===== src/dl_defines.svh =====
// Constants for the overhead data link access block.
// Assumes a 100 MHz core clock and an 8-bit register port.
`ifndef DL_DEFINES_SVH
`define DL_DEFINES_SVH

// Register offsets
`define DL_GEN_CTRL_ADDR 8'h00
`define DL_GPO_ADDR 8'h02
`define DL_TX_SEC_CTRL_ADDR 8'h0C
`define DL_TX_LIN_CTRL_ADDR 8'h0D
`define DL_RX_LIN_CTRL_ADDR 8'h46
`define DL_STATUS_ADDR 8'h47

// Field positions
`define DL_SEL_BIT 2
`define DL_TX_SEC_EN_BIT 6
`define DL_TX_LIN_EN_BIT 4
`define DL_RX_LIN_EN_BIT 0
`define DL_RX_SEC_EN_BIT 1

// Reset values
`define DL_REG_RESET 8'h00

// Frame layout: 3 section octets then 9 line octets, 96 bits in all
`define DL_SEC_BITS 7'h18
`define DL_LAST_BIT 7'h5F
`define DL_SEC_OCTETS 4'h3
`define DL_OCTETS 12

// Serial bit timing
`define DL_CLK_NS 10
`define DL_BIT_HALF_NS 60
`define DL_HALF_CYC ((`DL_BIT_HALF_NS + `DL_CLK_NS - 1) / `DL_CLK_NS)

`endif


===== src/dl_pkg.sv =====
// Types shared by the overhead data link access block.
// Assumes nothing beyond a SystemVerilog compiler.
package dl_pkg;
    typedef logic [7:0] octet_t;
    typedef enum logic {
        SEQ_IDLE = 1'b0,
        SEQ_RUN = 1'b1
    } seq_state_t;
endpackage


===== src/dl_bit_pacer.sv =====
// Serial bit clock generator with edge strobes.
// Assumes run_i comes from logic on the same clock.
`timescale 1ns/1ps
module dl_bit_pacer #(
    parameter int HALF = 6
) (
    // Clock and reset
    input wire logic clk_i,
    input wire logic reset_i,
    // Control
    input wire logic run_i,
    // Bit clock and strobes
    output logic bit_clk_o,
    output logic rise_o,
    output logic fall_o
);
    logic [3:0] cnt_reg;
    logic wrap;

    assign wrap = (cnt_reg == 4'(HALF - 1));
    assign rise_o = run_i && wrap && !bit_clk_o;
    assign fall_o = run_i && wrap && bit_clk_o;

    // Clock parks low while idle so every frame begins with a rising edge
    always_ff @(posedge clk_i) begin
        if (reset_i || !run_i) begin
            cnt_reg <= 4'h0;
            bit_clk_o <= 1'b0;
        end else if (wrap) begin
            cnt_reg <= 4'h0;
            bit_clk_o <= !bit_clk_o;
        end else begin
            cnt_reg <= cnt_reg + 4'h1;
        end
    end
endmodule // dl_bit_pacer


===== src/sonet_data_link_access.sv =====
// Serial access to section and line data communication octets.
// Assumes framer and register port share clk_i; serial input is asynchronous.
// Contract
// - Four separate data link enables in software
// - Enables override pin-mode only on pins 7-2
// - Unclaimed pins 7-2 follow pin-mode selection
// - Pins 1 and 0 follow pin-mode only
// - Pin-mode shows general output register bits when the select bit is set, live alarms when clear
// - Section enable inserts serial input into D1-D3
// - Line enable inserts serial input into D4-D12
// - Disabled transmit channel octets are all zero
// - Transmit enable claims pins 2, 3, 4
// - Pin 2 pulses at each cell slot
// - Pin 3 high for section, low line
// - Pin 4 drives transmit serial bit clock
// - Receive enables bits 0,1 claim pins 5-7
// - Pin 5 high for section, low line
// - Pin 6 carries received octet bits serially
// - Pin 7 drives receive serial bit clock
`timescale 1ns/1ps
`include "dl_defines.svh"
module sonet_data_link_access (
    // Clock and reset
    input wire logic clk_i,
    input wire logic reset_i,
    // Register port
    input wire logic [7:0] reg_addr_i,
    input wire logic reg_wr_i,
    input wire logic reg_rd_i,
    input wire logic [7:0] reg_wdata_i,
    output logic [7:0] reg_rdata_o,
    // Live alarms from the framer
    input wire logic los_i,
    input wire logic oof_i,
    input wire logic lop_i,
    input wire logic ais_line_i,
    input wire logic rdi_line_i,
    input wire logic ais_path_i,
    input wire logic [1:0] aux_alarm_i,
    // Transmit framer side
    input wire logic tx_frame_start_i,
    input wire logic tx_cell_slot_i,
    input wire logic [3:0] tx_oct_sel_i,
    output logic [7:0] tx_oct_o,
    // Receive framer side
    input wire logic rx_oct_we_i,
    input wire logic [3:0] rx_oct_idx_i,
    input wire logic [7:0] rx_oct_i,
    input wire logic rx_frame_end_i,
    // Pins
    input wire logic overhead_serial_in_i,
    output logic [7:0] status_pin_o
);
    logic [7:0] gen_ctrl_reg;
    logic [7:0] general_output_register;
    logic [7:0] tx_sec_ctrl_reg;
    logic [7:0] tx_lin_ctrl_reg;
    logic [7:0] rx_lin_ctrl_reg;
    logic status_pin_select_bit;
    logic tx_section_channel_enable;
    logic tx_line_channel_enable;
    logic rx_section_channel_enable;
    logic rx_line_channel_enable;
    logic tx_any;
    logic rx_any;

    dl_pkg::seq_state_t tx_state_reg;
    dl_pkg::seq_state_t rx_state_reg;
    logic [6:0] tx_cnt_reg;
    logic [6:0] rx_cnt_reg;
    logic [6:0] tx_shift_reg;
    dl_pkg::octet_t tx_store_reg [0:`DL_OCTETS-1];
    dl_pkg::octet_t rx_store_reg [0:`DL_OCTETS-1];
    logic ser_meta_reg;
    logic ser_sync_reg;
    logic tx_bit_clk;
    logic tx_rise;
    logic tx_fall;
    logic rx_bit_clk;
    logic rx_fall;
    logic tx_channel_indicator;
    logic rx_channel_indicator;
    logic rx_bit;
    logic [6:0] rx_last;
    logic [7:0] status_pin_next;
    logic [7:0] status_reg;

    assign status_pin_select_bit = gen_ctrl_reg[`DL_SEL_BIT];
    assign tx_section_channel_enable = tx_sec_ctrl_reg[`DL_TX_SEC_EN_BIT];
    assign tx_line_channel_enable = tx_lin_ctrl_reg[`DL_TX_LIN_EN_BIT];
    assign rx_section_channel_enable = rx_lin_ctrl_reg[`DL_RX_SEC_EN_BIT];
    assign rx_line_channel_enable = rx_lin_ctrl_reg[`DL_RX_LIN_EN_BIT];
    assign tx_any = tx_section_channel_enable || tx_line_channel_enable;
    assign rx_any = rx_section_channel_enable || rx_line_channel_enable;

    // Register writes; full bytes are kept so read-back matches
    always_ff @(posedge clk_i) begin
        if (reset_i) begin
            gen_ctrl_reg <= `DL_REG_RESET;
            general_output_register <= `DL_REG_RESET;
            tx_sec_ctrl_reg <= `DL_REG_RESET;
            tx_lin_ctrl_reg <= `DL_REG_RESET;
            rx_lin_ctrl_reg <= `DL_REG_RESET;
        end else if (reg_wr_i) begin
            unique case (reg_addr_i)
                `DL_GEN_CTRL_ADDR: gen_ctrl_reg <= reg_wdata_i;
                `DL_GPO_ADDR: general_output_register <= reg_wdata_i;
                `DL_TX_SEC_CTRL_ADDR: tx_sec_ctrl_reg <= reg_wdata_i;
                `DL_TX_LIN_CTRL_ADDR: tx_lin_ctrl_reg <= reg_wdata_i;
                `DL_RX_LIN_CTRL_ADDR: rx_lin_ctrl_reg <= reg_wdata_i;
                default: ;
            endcase
        end
    end

    assign status_reg = {4'h0, tx_state_reg == dl_pkg::SEQ_RUN, rx_state_reg == dl_pkg::SEQ_RUN,
                         tx_channel_indicator, rx_channel_indicator};

    always_ff @(posedge clk_i) begin
        if (reset_i) begin
            reg_rdata_o <= 8'h00;
        end else if (reg_rd_i) begin
            unique case (reg_addr_i)
                `DL_GEN_CTRL_ADDR: reg_rdata_o <= gen_ctrl_reg;
                `DL_GPO_ADDR: reg_rdata_o <= general_output_register;
                `DL_TX_SEC_CTRL_ADDR: reg_rdata_o <= tx_sec_ctrl_reg;
                `DL_TX_LIN_CTRL_ADDR: reg_rdata_o <= tx_lin_ctrl_reg;
                `DL_RX_LIN_CTRL_ADDR: reg_rdata_o <= rx_lin_ctrl_reg;
                `DL_STATUS_ADDR: reg_rdata_o <= status_reg;
                default: reg_rdata_o <= 8'h00;
            endcase
        end
    end

    // Serial input comes from off chip
    always_ff @(posedge clk_i) begin
        if (reset_i) begin
            ser_meta_reg <= 1'b0;
            ser_sync_reg <= 1'b0;
        end else begin
            ser_meta_reg <= overhead_serial_in_i;
            ser_sync_reg <= ser_meta_reg;
        end
    end

    dl_bit_pacer #(
        .HALF(`DL_HALF_CYC)
    ) u_tx_pacer (
        .clk_i(clk_i),
        .reset_i(reset_i),
        .run_i(tx_state_reg == dl_pkg::SEQ_RUN),
        .bit_clk_o(tx_bit_clk),
        .rise_o(tx_rise),
        .fall_o(tx_fall)
    );

    dl_bit_pacer #(
        .HALF(`DL_HALF_CYC)
    ) u_rx_pacer (
        .clk_i(clk_i),
        .reset_i(reset_i),
        .run_i(rx_state_reg == dl_pkg::SEQ_RUN),
        .bit_clk_o(rx_bit_clk),
        .rise_o(),
        .fall_o(rx_fall)
    );

    // Transmit bit sequencer: 96 bits per frame, advanced on falling edges
    always_ff @(posedge clk_i) begin
        if (reset_i) begin
            tx_state_reg <= dl_pkg::SEQ_IDLE;
            tx_cnt_reg <= 7'h00;
        end else begin
            unique case (tx_state_reg)
                dl_pkg::SEQ_IDLE: begin
                    if (tx_frame_start_i && tx_any) begin
                        tx_state_reg <= dl_pkg::SEQ_RUN;
                        tx_cnt_reg <= 7'h00;
                    end
                end
                dl_pkg::SEQ_RUN: begin
                    if (!tx_any) begin
                        tx_state_reg <= dl_pkg::SEQ_IDLE;
                    end else if (tx_fall) begin
                        if (tx_cnt_reg == `DL_LAST_BIT) begin
                            tx_state_reg <= dl_pkg::SEQ_IDLE;
                        end else begin
                            tx_cnt_reg <= tx_cnt_reg + 7'h01;
                        end
                    end
                end
            endcase
        end
    end

    // The source launches on the falling edge, so the bit is taken at the rise
    always_ff @(posedge clk_i) begin
        if (reset_i) begin
            tx_shift_reg <= 7'h00;
            for (int i = 0; i < `DL_OCTETS; i++) begin
                tx_store_reg[i] <= 8'h00;
            end
        end else if (tx_state_reg == dl_pkg::SEQ_RUN && tx_rise) begin
            tx_shift_reg <= {tx_shift_reg[5:0], ser_sync_reg};
            if (tx_cnt_reg[2:0] == 3'h7) begin
                tx_store_reg[tx_cnt_reg[6:3]] <= {tx_shift_reg, ser_sync_reg};
            end
        end
    end

    // Octets handed to the framer; a disabled channel reads as zero
    always_ff @(posedge clk_i) begin
        if (reset_i) begin
            tx_oct_o <= 8'h00;
        end else if (tx_oct_sel_i < `DL_SEC_OCTETS) begin
            tx_oct_o <= tx_section_channel_enable ? tx_store_reg[tx_oct_sel_i] : 8'h00;
        end else if (tx_oct_sel_i < 4'(`DL_OCTETS)) begin
            tx_oct_o <= tx_line_channel_enable ? tx_store_reg[tx_oct_sel_i] : 8'h00;
        end else begin
            tx_oct_o <= 8'h00;
        end
    end

    // Idle reads high: the next bits asked for are section bits
    assign tx_channel_indicator = (tx_state_reg == dl_pkg::SEQ_IDLE)
                                  || (tx_cnt_reg < `DL_SEC_BITS);

    // Receive store is written by the framer as octets arrive
    always_ff @(posedge clk_i) begin
        if (reset_i) begin
            for (int i = 0; i < `DL_OCTETS; i++) begin
                rx_store_reg[i] <= 8'h00;
            end
        end else if (rx_oct_we_i && rx_oct_idx_i < 4'(`DL_OCTETS)) begin
            rx_store_reg[rx_oct_idx_i] <= rx_oct_i;
        end
    end

    // Only enabled channels are shifted out, section first
    assign rx_last = rx_line_channel_enable ? `DL_LAST_BIT : (`DL_SEC_BITS - 7'h01);

    always_ff @(posedge clk_i) begin
        if (reset_i) begin
            rx_state_reg <= dl_pkg::SEQ_IDLE;
            rx_cnt_reg <= 7'h00;
        end else begin
            unique case (rx_state_reg)
                dl_pkg::SEQ_IDLE: begin
                    if (rx_frame_end_i && rx_any) begin
                        rx_state_reg <= dl_pkg::SEQ_RUN;
                        rx_cnt_reg <= rx_section_channel_enable ? 7'h00 : `DL_SEC_BITS;
                    end
                end
                dl_pkg::SEQ_RUN: begin
                    if (!rx_any) begin
                        rx_state_reg <= dl_pkg::SEQ_IDLE;
                    end else if (rx_fall) begin
                        if (rx_cnt_reg >= rx_last) begin
                            rx_state_reg <= dl_pkg::SEQ_IDLE;
                        end else begin
                            rx_cnt_reg <= rx_cnt_reg + 7'h01;
                        end
                    end
                end
            endcase
        end
    end

    // Bits leave most significant first and change after each falling edge
    assign rx_bit = (rx_state_reg == dl_pkg::SEQ_RUN)
                    && rx_store_reg[rx_cnt_reg[6:3]][3'h7 - rx_cnt_reg[2:0]];
    assign rx_channel_indicator = (rx_state_reg == dl_pkg::SEQ_RUN)
                                  ? (rx_cnt_reg < `DL_SEC_BITS)
                                  : rx_section_channel_enable;

    // Pin selection: data link claims first, then pin-mode
    always_comb begin
        status_pin_next = status_pin_select_bit ? general_output_register
                          : {los_i, oof_i, lop_i, ais_line_i, rdi_line_i, ais_path_i,
                             aux_alarm_i};
        if (tx_any) begin
            status_pin_next[4] = tx_bit_clk;
            status_pin_next[3] = tx_channel_indicator;
            status_pin_next[2] = tx_cell_slot_i;
        end
        if (rx_any) begin
            status_pin_next[7] = rx_bit_clk;
            status_pin_next[6] = rx_bit;
            status_pin_next[5] = rx_channel_indicator;
        end
    end

    always_ff @(posedge clk_i) begin
        if (reset_i) begin
            status_pin_o <= 8'h00;
        end else begin
            status_pin_o <= status_pin_next;
        end
    end
endmodule // sonet_data_link_access


===== config.mk =====
export PLATFORM = sky130hd
export DESIGN_NAME = sonet_data_link_access
export DESIGN_NICKNAME = d
export VERILOG_FILES = /design/src/dl_pkg.sv /design/src/dl_bit_pacer.sv /design/src/sonet_data_link_access.sv
export VERILOG_INCLUDE_DIRS = /design/src
export SDC_FILE = /design/constraint.sdc
export NUM_CORES = 1
export LEC_CHECK = 0
export ABC_AREA = 1
export ABC_CLOCK_PERIOD_IN_PS = 5350
export BUFFER_PORTS_ARGS = -buffer_cell sky130_fd_sc_hd__buf_2
export CAP_MARGIN = 20
export CORE_MARGIN = 2
export CORE_UTILIZATION = 50
export DETAILED_ROUTE_END_ITERATION = 10
export PLACE_DENSITY_LB_ADDON = 0.15
export SYNTH_ARGS = -nofsm -noshare
export SYNTH_HDL_FRONTEND = slang
export SYNTH_HIERARCHICAL = 1
export SYNTH_SLANG_ARGS = --single-unit

===== constraint.sdc =====
create_clock -name clk_i -period 5.35 [get_ports clk_i]
set_input_delay 0.8025 -clock clk_i [delete_from_list [all_inputs] [get_ports clk_i]]
set_output_delay 0.8025 -clock clk_i [all_outputs]
set_load 0.03 [all_outputs]

; ---- Word level (Yosys, flattened, before mapping)
; Memories as Yosys holds them, arrays and structs flattened. A register that Yosys moved wholly into a read port is not among the register bits.
; Index checks and enable logic that the tools add are counted.
[word_totals]
mem_bits_rw = 192
memories = 2
regBits = 99
out_inout_bits = 24
word_cells = 133
in_bits = 49
[op_classes]
muxes = 50
n_lt_le_gt_ge = 7
n_reduce_logical = 31
eq_ne = 17
add_sub_neg = 5
bitwise_logic = 2
[mem_list]
columns = name, depth, width, rd, rd_ports_with_merged_regs, write_ports, line_no
row1 = rx_store_reg, 12, 8, 1, 1, 12, sonet_data_link_access.sv:73  ; dl_pkg::octet_t rx_store_reg [0:`DL_OCTETS-1];
row2 = tx_store_reg, 12, 8, 1, 0, 12, sonet_data_link_access.sv:72  ; dl_pkg::octet_t tx_store_reg [0:`DL_OCTETS-1];
[op_table]
columns = op, count
row1 = $mux 7, 9
row2 = $mux 8, 7
row3 = $pmux 8 s6, 1
row4 = $pmux 7 s2, 2
row5 = $mux 1, 21
row6 = $eq 8x4->1 const B, 2
row7 = $eq 8x7->1 const B, 2
row8 = $mux 4, 4
row9 = $reduce_or 8->1, 2
row10 = $add 7x1->7 const B, 2
row11 = $lt 7x5->1 const B, 2
row12 = $ne 2x2->1 const B, 6
row13 = $logic_and 1x1->1, 10
row14 = $reduce_and 2->1, 5
row15 = $add 4x1->4 const B, 2
row16 = $eq 4x3->1 const B, 2
row17 = $eq 8x2->1 const B, 1
row18 = $logic_not 8->1, 1
row19 = $lt 4x4->1 const B, 2
row20 = $reduce_and 4->1, 2
row21 = $eq 7x7->1 const B, 1
row22 = $ge 7x7->1, 1
row23 = $mux 3, 2
row24 = $logic_or 1x1->1, 5
row25 = 11 further kinds, 18

; ---- Depth between registers and ports, before layout
[logic_depth]
ltp_word = 9
ltp_mapped = 14
ltp_nobuf = 13

; ---- By module
; The synthesis kept the hierarchy.
[by_module_without_submodules]
columns = module, cells_per_inst, seq_area_each_um2, instances, area_each_um2
row1 = sonet_data_link_access, 1510, 8588.2, 1, 14064.7
row2 = dl_bit_pacer, 30, 100.1, 2, 225.2

; ---- Worst setup path after synthesis
; Ideal clock, no wire load.
[synth_timing]
kind = in2reg
start = input port reset_i
end = memory tx_store_reg[0][0] in the netlist's numbering (enable)
setup_ns = 0.329
path_slack_ns = 3.144
arrival_time_ns = 1.877
n_path_buf = 1
path_stages = 6
t_required_ns = 5.021
cell_sequence = buf_2 > inv_2 > nand4_1 > nor3_2 > nand2_1 > nand2_1
[synth_lines]
columns = element, line_no
row1 = "start, declared", sonet_data_link_access.sv:25  ; input wire logic reset_i,
row2 = "end, declared", sonet_data_link_access.sv:72

==> results.sh <==
export IMPL_dr_pass1_iters=7
export IMPL_p_leak_uw=0.00623
export IMPL_synthesis_area_sq_mm=0.0145
export IMPL_synthCells=1569
export IMPL_worstPathMaxFanout=32
export IMPL_initial_core_util=0.507
export IMPL_crit_type="input port to flip-flop"
export IMPL_grtUsageTotal=0.242
export IMPL_dp_hpwl_um=23900
export IMPL_timing_final_crit_share=0.555
export IMPL_grt_setup_unrepaired="no"
export IMPL_maxClockFrequency_mhz=337
export IMPL_grt_remaining_overflow=0
export IMPL_syn_avg_cell_area_sq_um=9.25
export IMPL_die_area_sq_mm=0.0304
export IMPL_use_met3=0.0383
export IMPL_drt_wl_total_um=36700
export IMPL_remaining_drc_errors=0
export IMPL_use_met2=0.380
export IMPL_cts_made_buffers=36
export IMPL_grt_max_degree=65
export IMPL_fill_cells=2555
export IMPL_fin_util=0.571
export IMPL_grt_pass1_wl_um=57900
export IMPL_reg2regPathDepth=7
export IMPL_antenna_left=0
export IMPL_slew_headroom=0.450
export IMPL_power_density_mw_per_mm2=343
export IMPL_tightest_slew_ns=0.825
export IMPL_clkTransAtPathRegs_ns=0.06
export IMPL_gp_congestion=0.884
export IMPL_r2r_slack_ns=2.70
export IMPL_portBuffers=72
export IMPL_path_cells="buf_2, inv_2, nand4_1, nor3_2, nand2_1, nand2_1"
export IMPL_coreArea_sq_mm=0.0286
export IMPL_peakVddDrop_uv=248
export IMPL_cpMaxStageDelayCell="inv_2"
export IMPL_layout_drive_gt1_share=0.103
export IMPL_cts_hold_buf=0
export IMPL_ios=73
export IMPL_outcome="completed"
export IMPL_via_per_inst=5.55
export IMPL_wl_per_cell_um=17.9
export IMPL_hold_viol_final=0
export IMPL_layout_nets=1695
export IMPL_die_y_um=174
export IMPL_worstHoldStart="ser_meta_reg"
export IMPL_cts_max_level=2
export IMPL_mostFrequentLayoutCell="nand2_1"
export IMPL_crit_required_ns=5.52
export IMPL_largest_register_ffs=128
export IMPL_row_count=62
export IMPL_antenna_found_initial=0
export IMPL_vias=11400
export IMPL_cts_post_setup_buffers_inserted=0
export IMPL_r2r_start="u_tx_pacer/cnt_reg[0]"
export IMPL_drt_iter0_drc=1407
export IMPL_tns_ns=0
export IMPL_die_x_um=174
export IMPL_area_growth_synth_to_final_pct=12.6
export IMPL_cts_sinks=327
export IMPL_crit_buf_inv=2
export IMPL_grt_pass1_vias=10700
export IMPL_p_total_uw=5610
export IMPL_cts_tree="yes"
export IMPL_endpoint_kind="flip-flop"
export IMPL_critical_path_max_stage_delay_ns=0.61
export IMPL_min_period_ns=2.97
export IMPL_min_path_type="flip-flop to flip-flop"
export IMPL_skew_ns=0.0161
export IMPL_insertedDiodeCount=0
export IMPL_crit_top_cell="nand2_1"
export IMPL_start_kind="input port"
export IMPL_final_cell_mix="322 x nand2_1, 277 x nor2_1, 224 x edfxtp_1, 124 x a21oi_1, 116 x nand3_1"
export IMPL_root_buffer="clkbuf_16"
export IMPL_clock_latency_ns=0.52
export IMPL_holdPathEnd="ser_sync_reg"
export IMPL_cts_resized=0
export IMPL_finalHoldWorstSlack_ns=0.430
export IMPL_finalSetupViolCount=0
export IMPL_worstReg2RegEnd="tx_store_reg[0][4]"
export IMPL_grt_busiest_layer="met2"
export IMPL_arrival_ns=3.14
export IMPL_cap_violations=0
export IMPL_drv_slew=0
export IMPL_met1_usage=0.346
export IMPL_min_path_cells=2
export IMPL_pre_cts_ws_ns=1.80
export IMPL_ctsLongestPathBuffers=3
export IMPL_yosys_warnings=6
export IMPL_crit_family="simple AND/OR/NAND/NOR gates"
export IMPL_layout_setup_ws_ns=2.38
stage by stage:
| step | area, sq um | std cells |
|---|---|---|
| after floorplan | 14600 | 1600 |
| after global placement | 15100 | 1982 |
| after detailed placement | 15100 | 1982 |
| after CTS | 16300 | 2047 |
| after global routing | 16300 | 2048 |
| final | 16300 | 2048 |
routing by layer:
layer | routed length [um] | vias up | part of all wire
met4 | 742 | 0 | 0.020
met5 | 0 | - | 0
met2 | 16900 | 498 | 0.46
met3 | 2900 | 62 | 0.079
met1 | 16200 | 5394 | 0.44
li1 | - | 5416 | -
worst max path at each step:
stage	startpoint	endpoint	slack, ns	depth (start not counted)
6_report	reset_i	tx_store_reg[0][4]	2.38	6
5_1_grt	reset_i	tx_store_reg[2][0]	2.23	6
4_1_cts	reset_i	tx_store_reg[3][1]	2.35	6
3_5_place_dp	reset_i	tx_store_reg[3][1]	1.80	6
3_3_place_gp	reset_i	tx_store_reg[3][0]	1.87	6
2_1_floorplan	reset_i	tx_store_reg[0][0]	3.14	6
where the power goes:
group	switching [uW]	total [uW]	internal [uW]
Sequential	34.2	2840	2800
Combinational	196	265	68.9
Clock	977	2510	1530
worst reg2reg max path: stages, from the launching register on:
cell and delay [ns]:
dfxtp_1 0.39, ha_1 0.21, nand3_1 0.11, nor3_1 0.30, nand4_1 0.29, nor3_2 0.38
nand2_1 0.27, nand2_1 0.36
final cells by class:
| type | instances | area [sq um] | share of cell area |
|---|---|---|---|
| Multi-Input combinational cell | 1074 | 5000 | 0.306 |
| Tap cell | 384 | 480 | 0.0294 |
| Clock buffer | 47 | 973 | 0.0596 |
| Clock inverter | 18 | 226 | 0.0139 |
| Sequential cell | 327 | 8790 | 0.538 |
| Timing Repair Buffer | 78 | 418 | 0.0256 |
| Inverter | 120 | 450 | 0.0276 |
(Power assumes the default switching activity.)
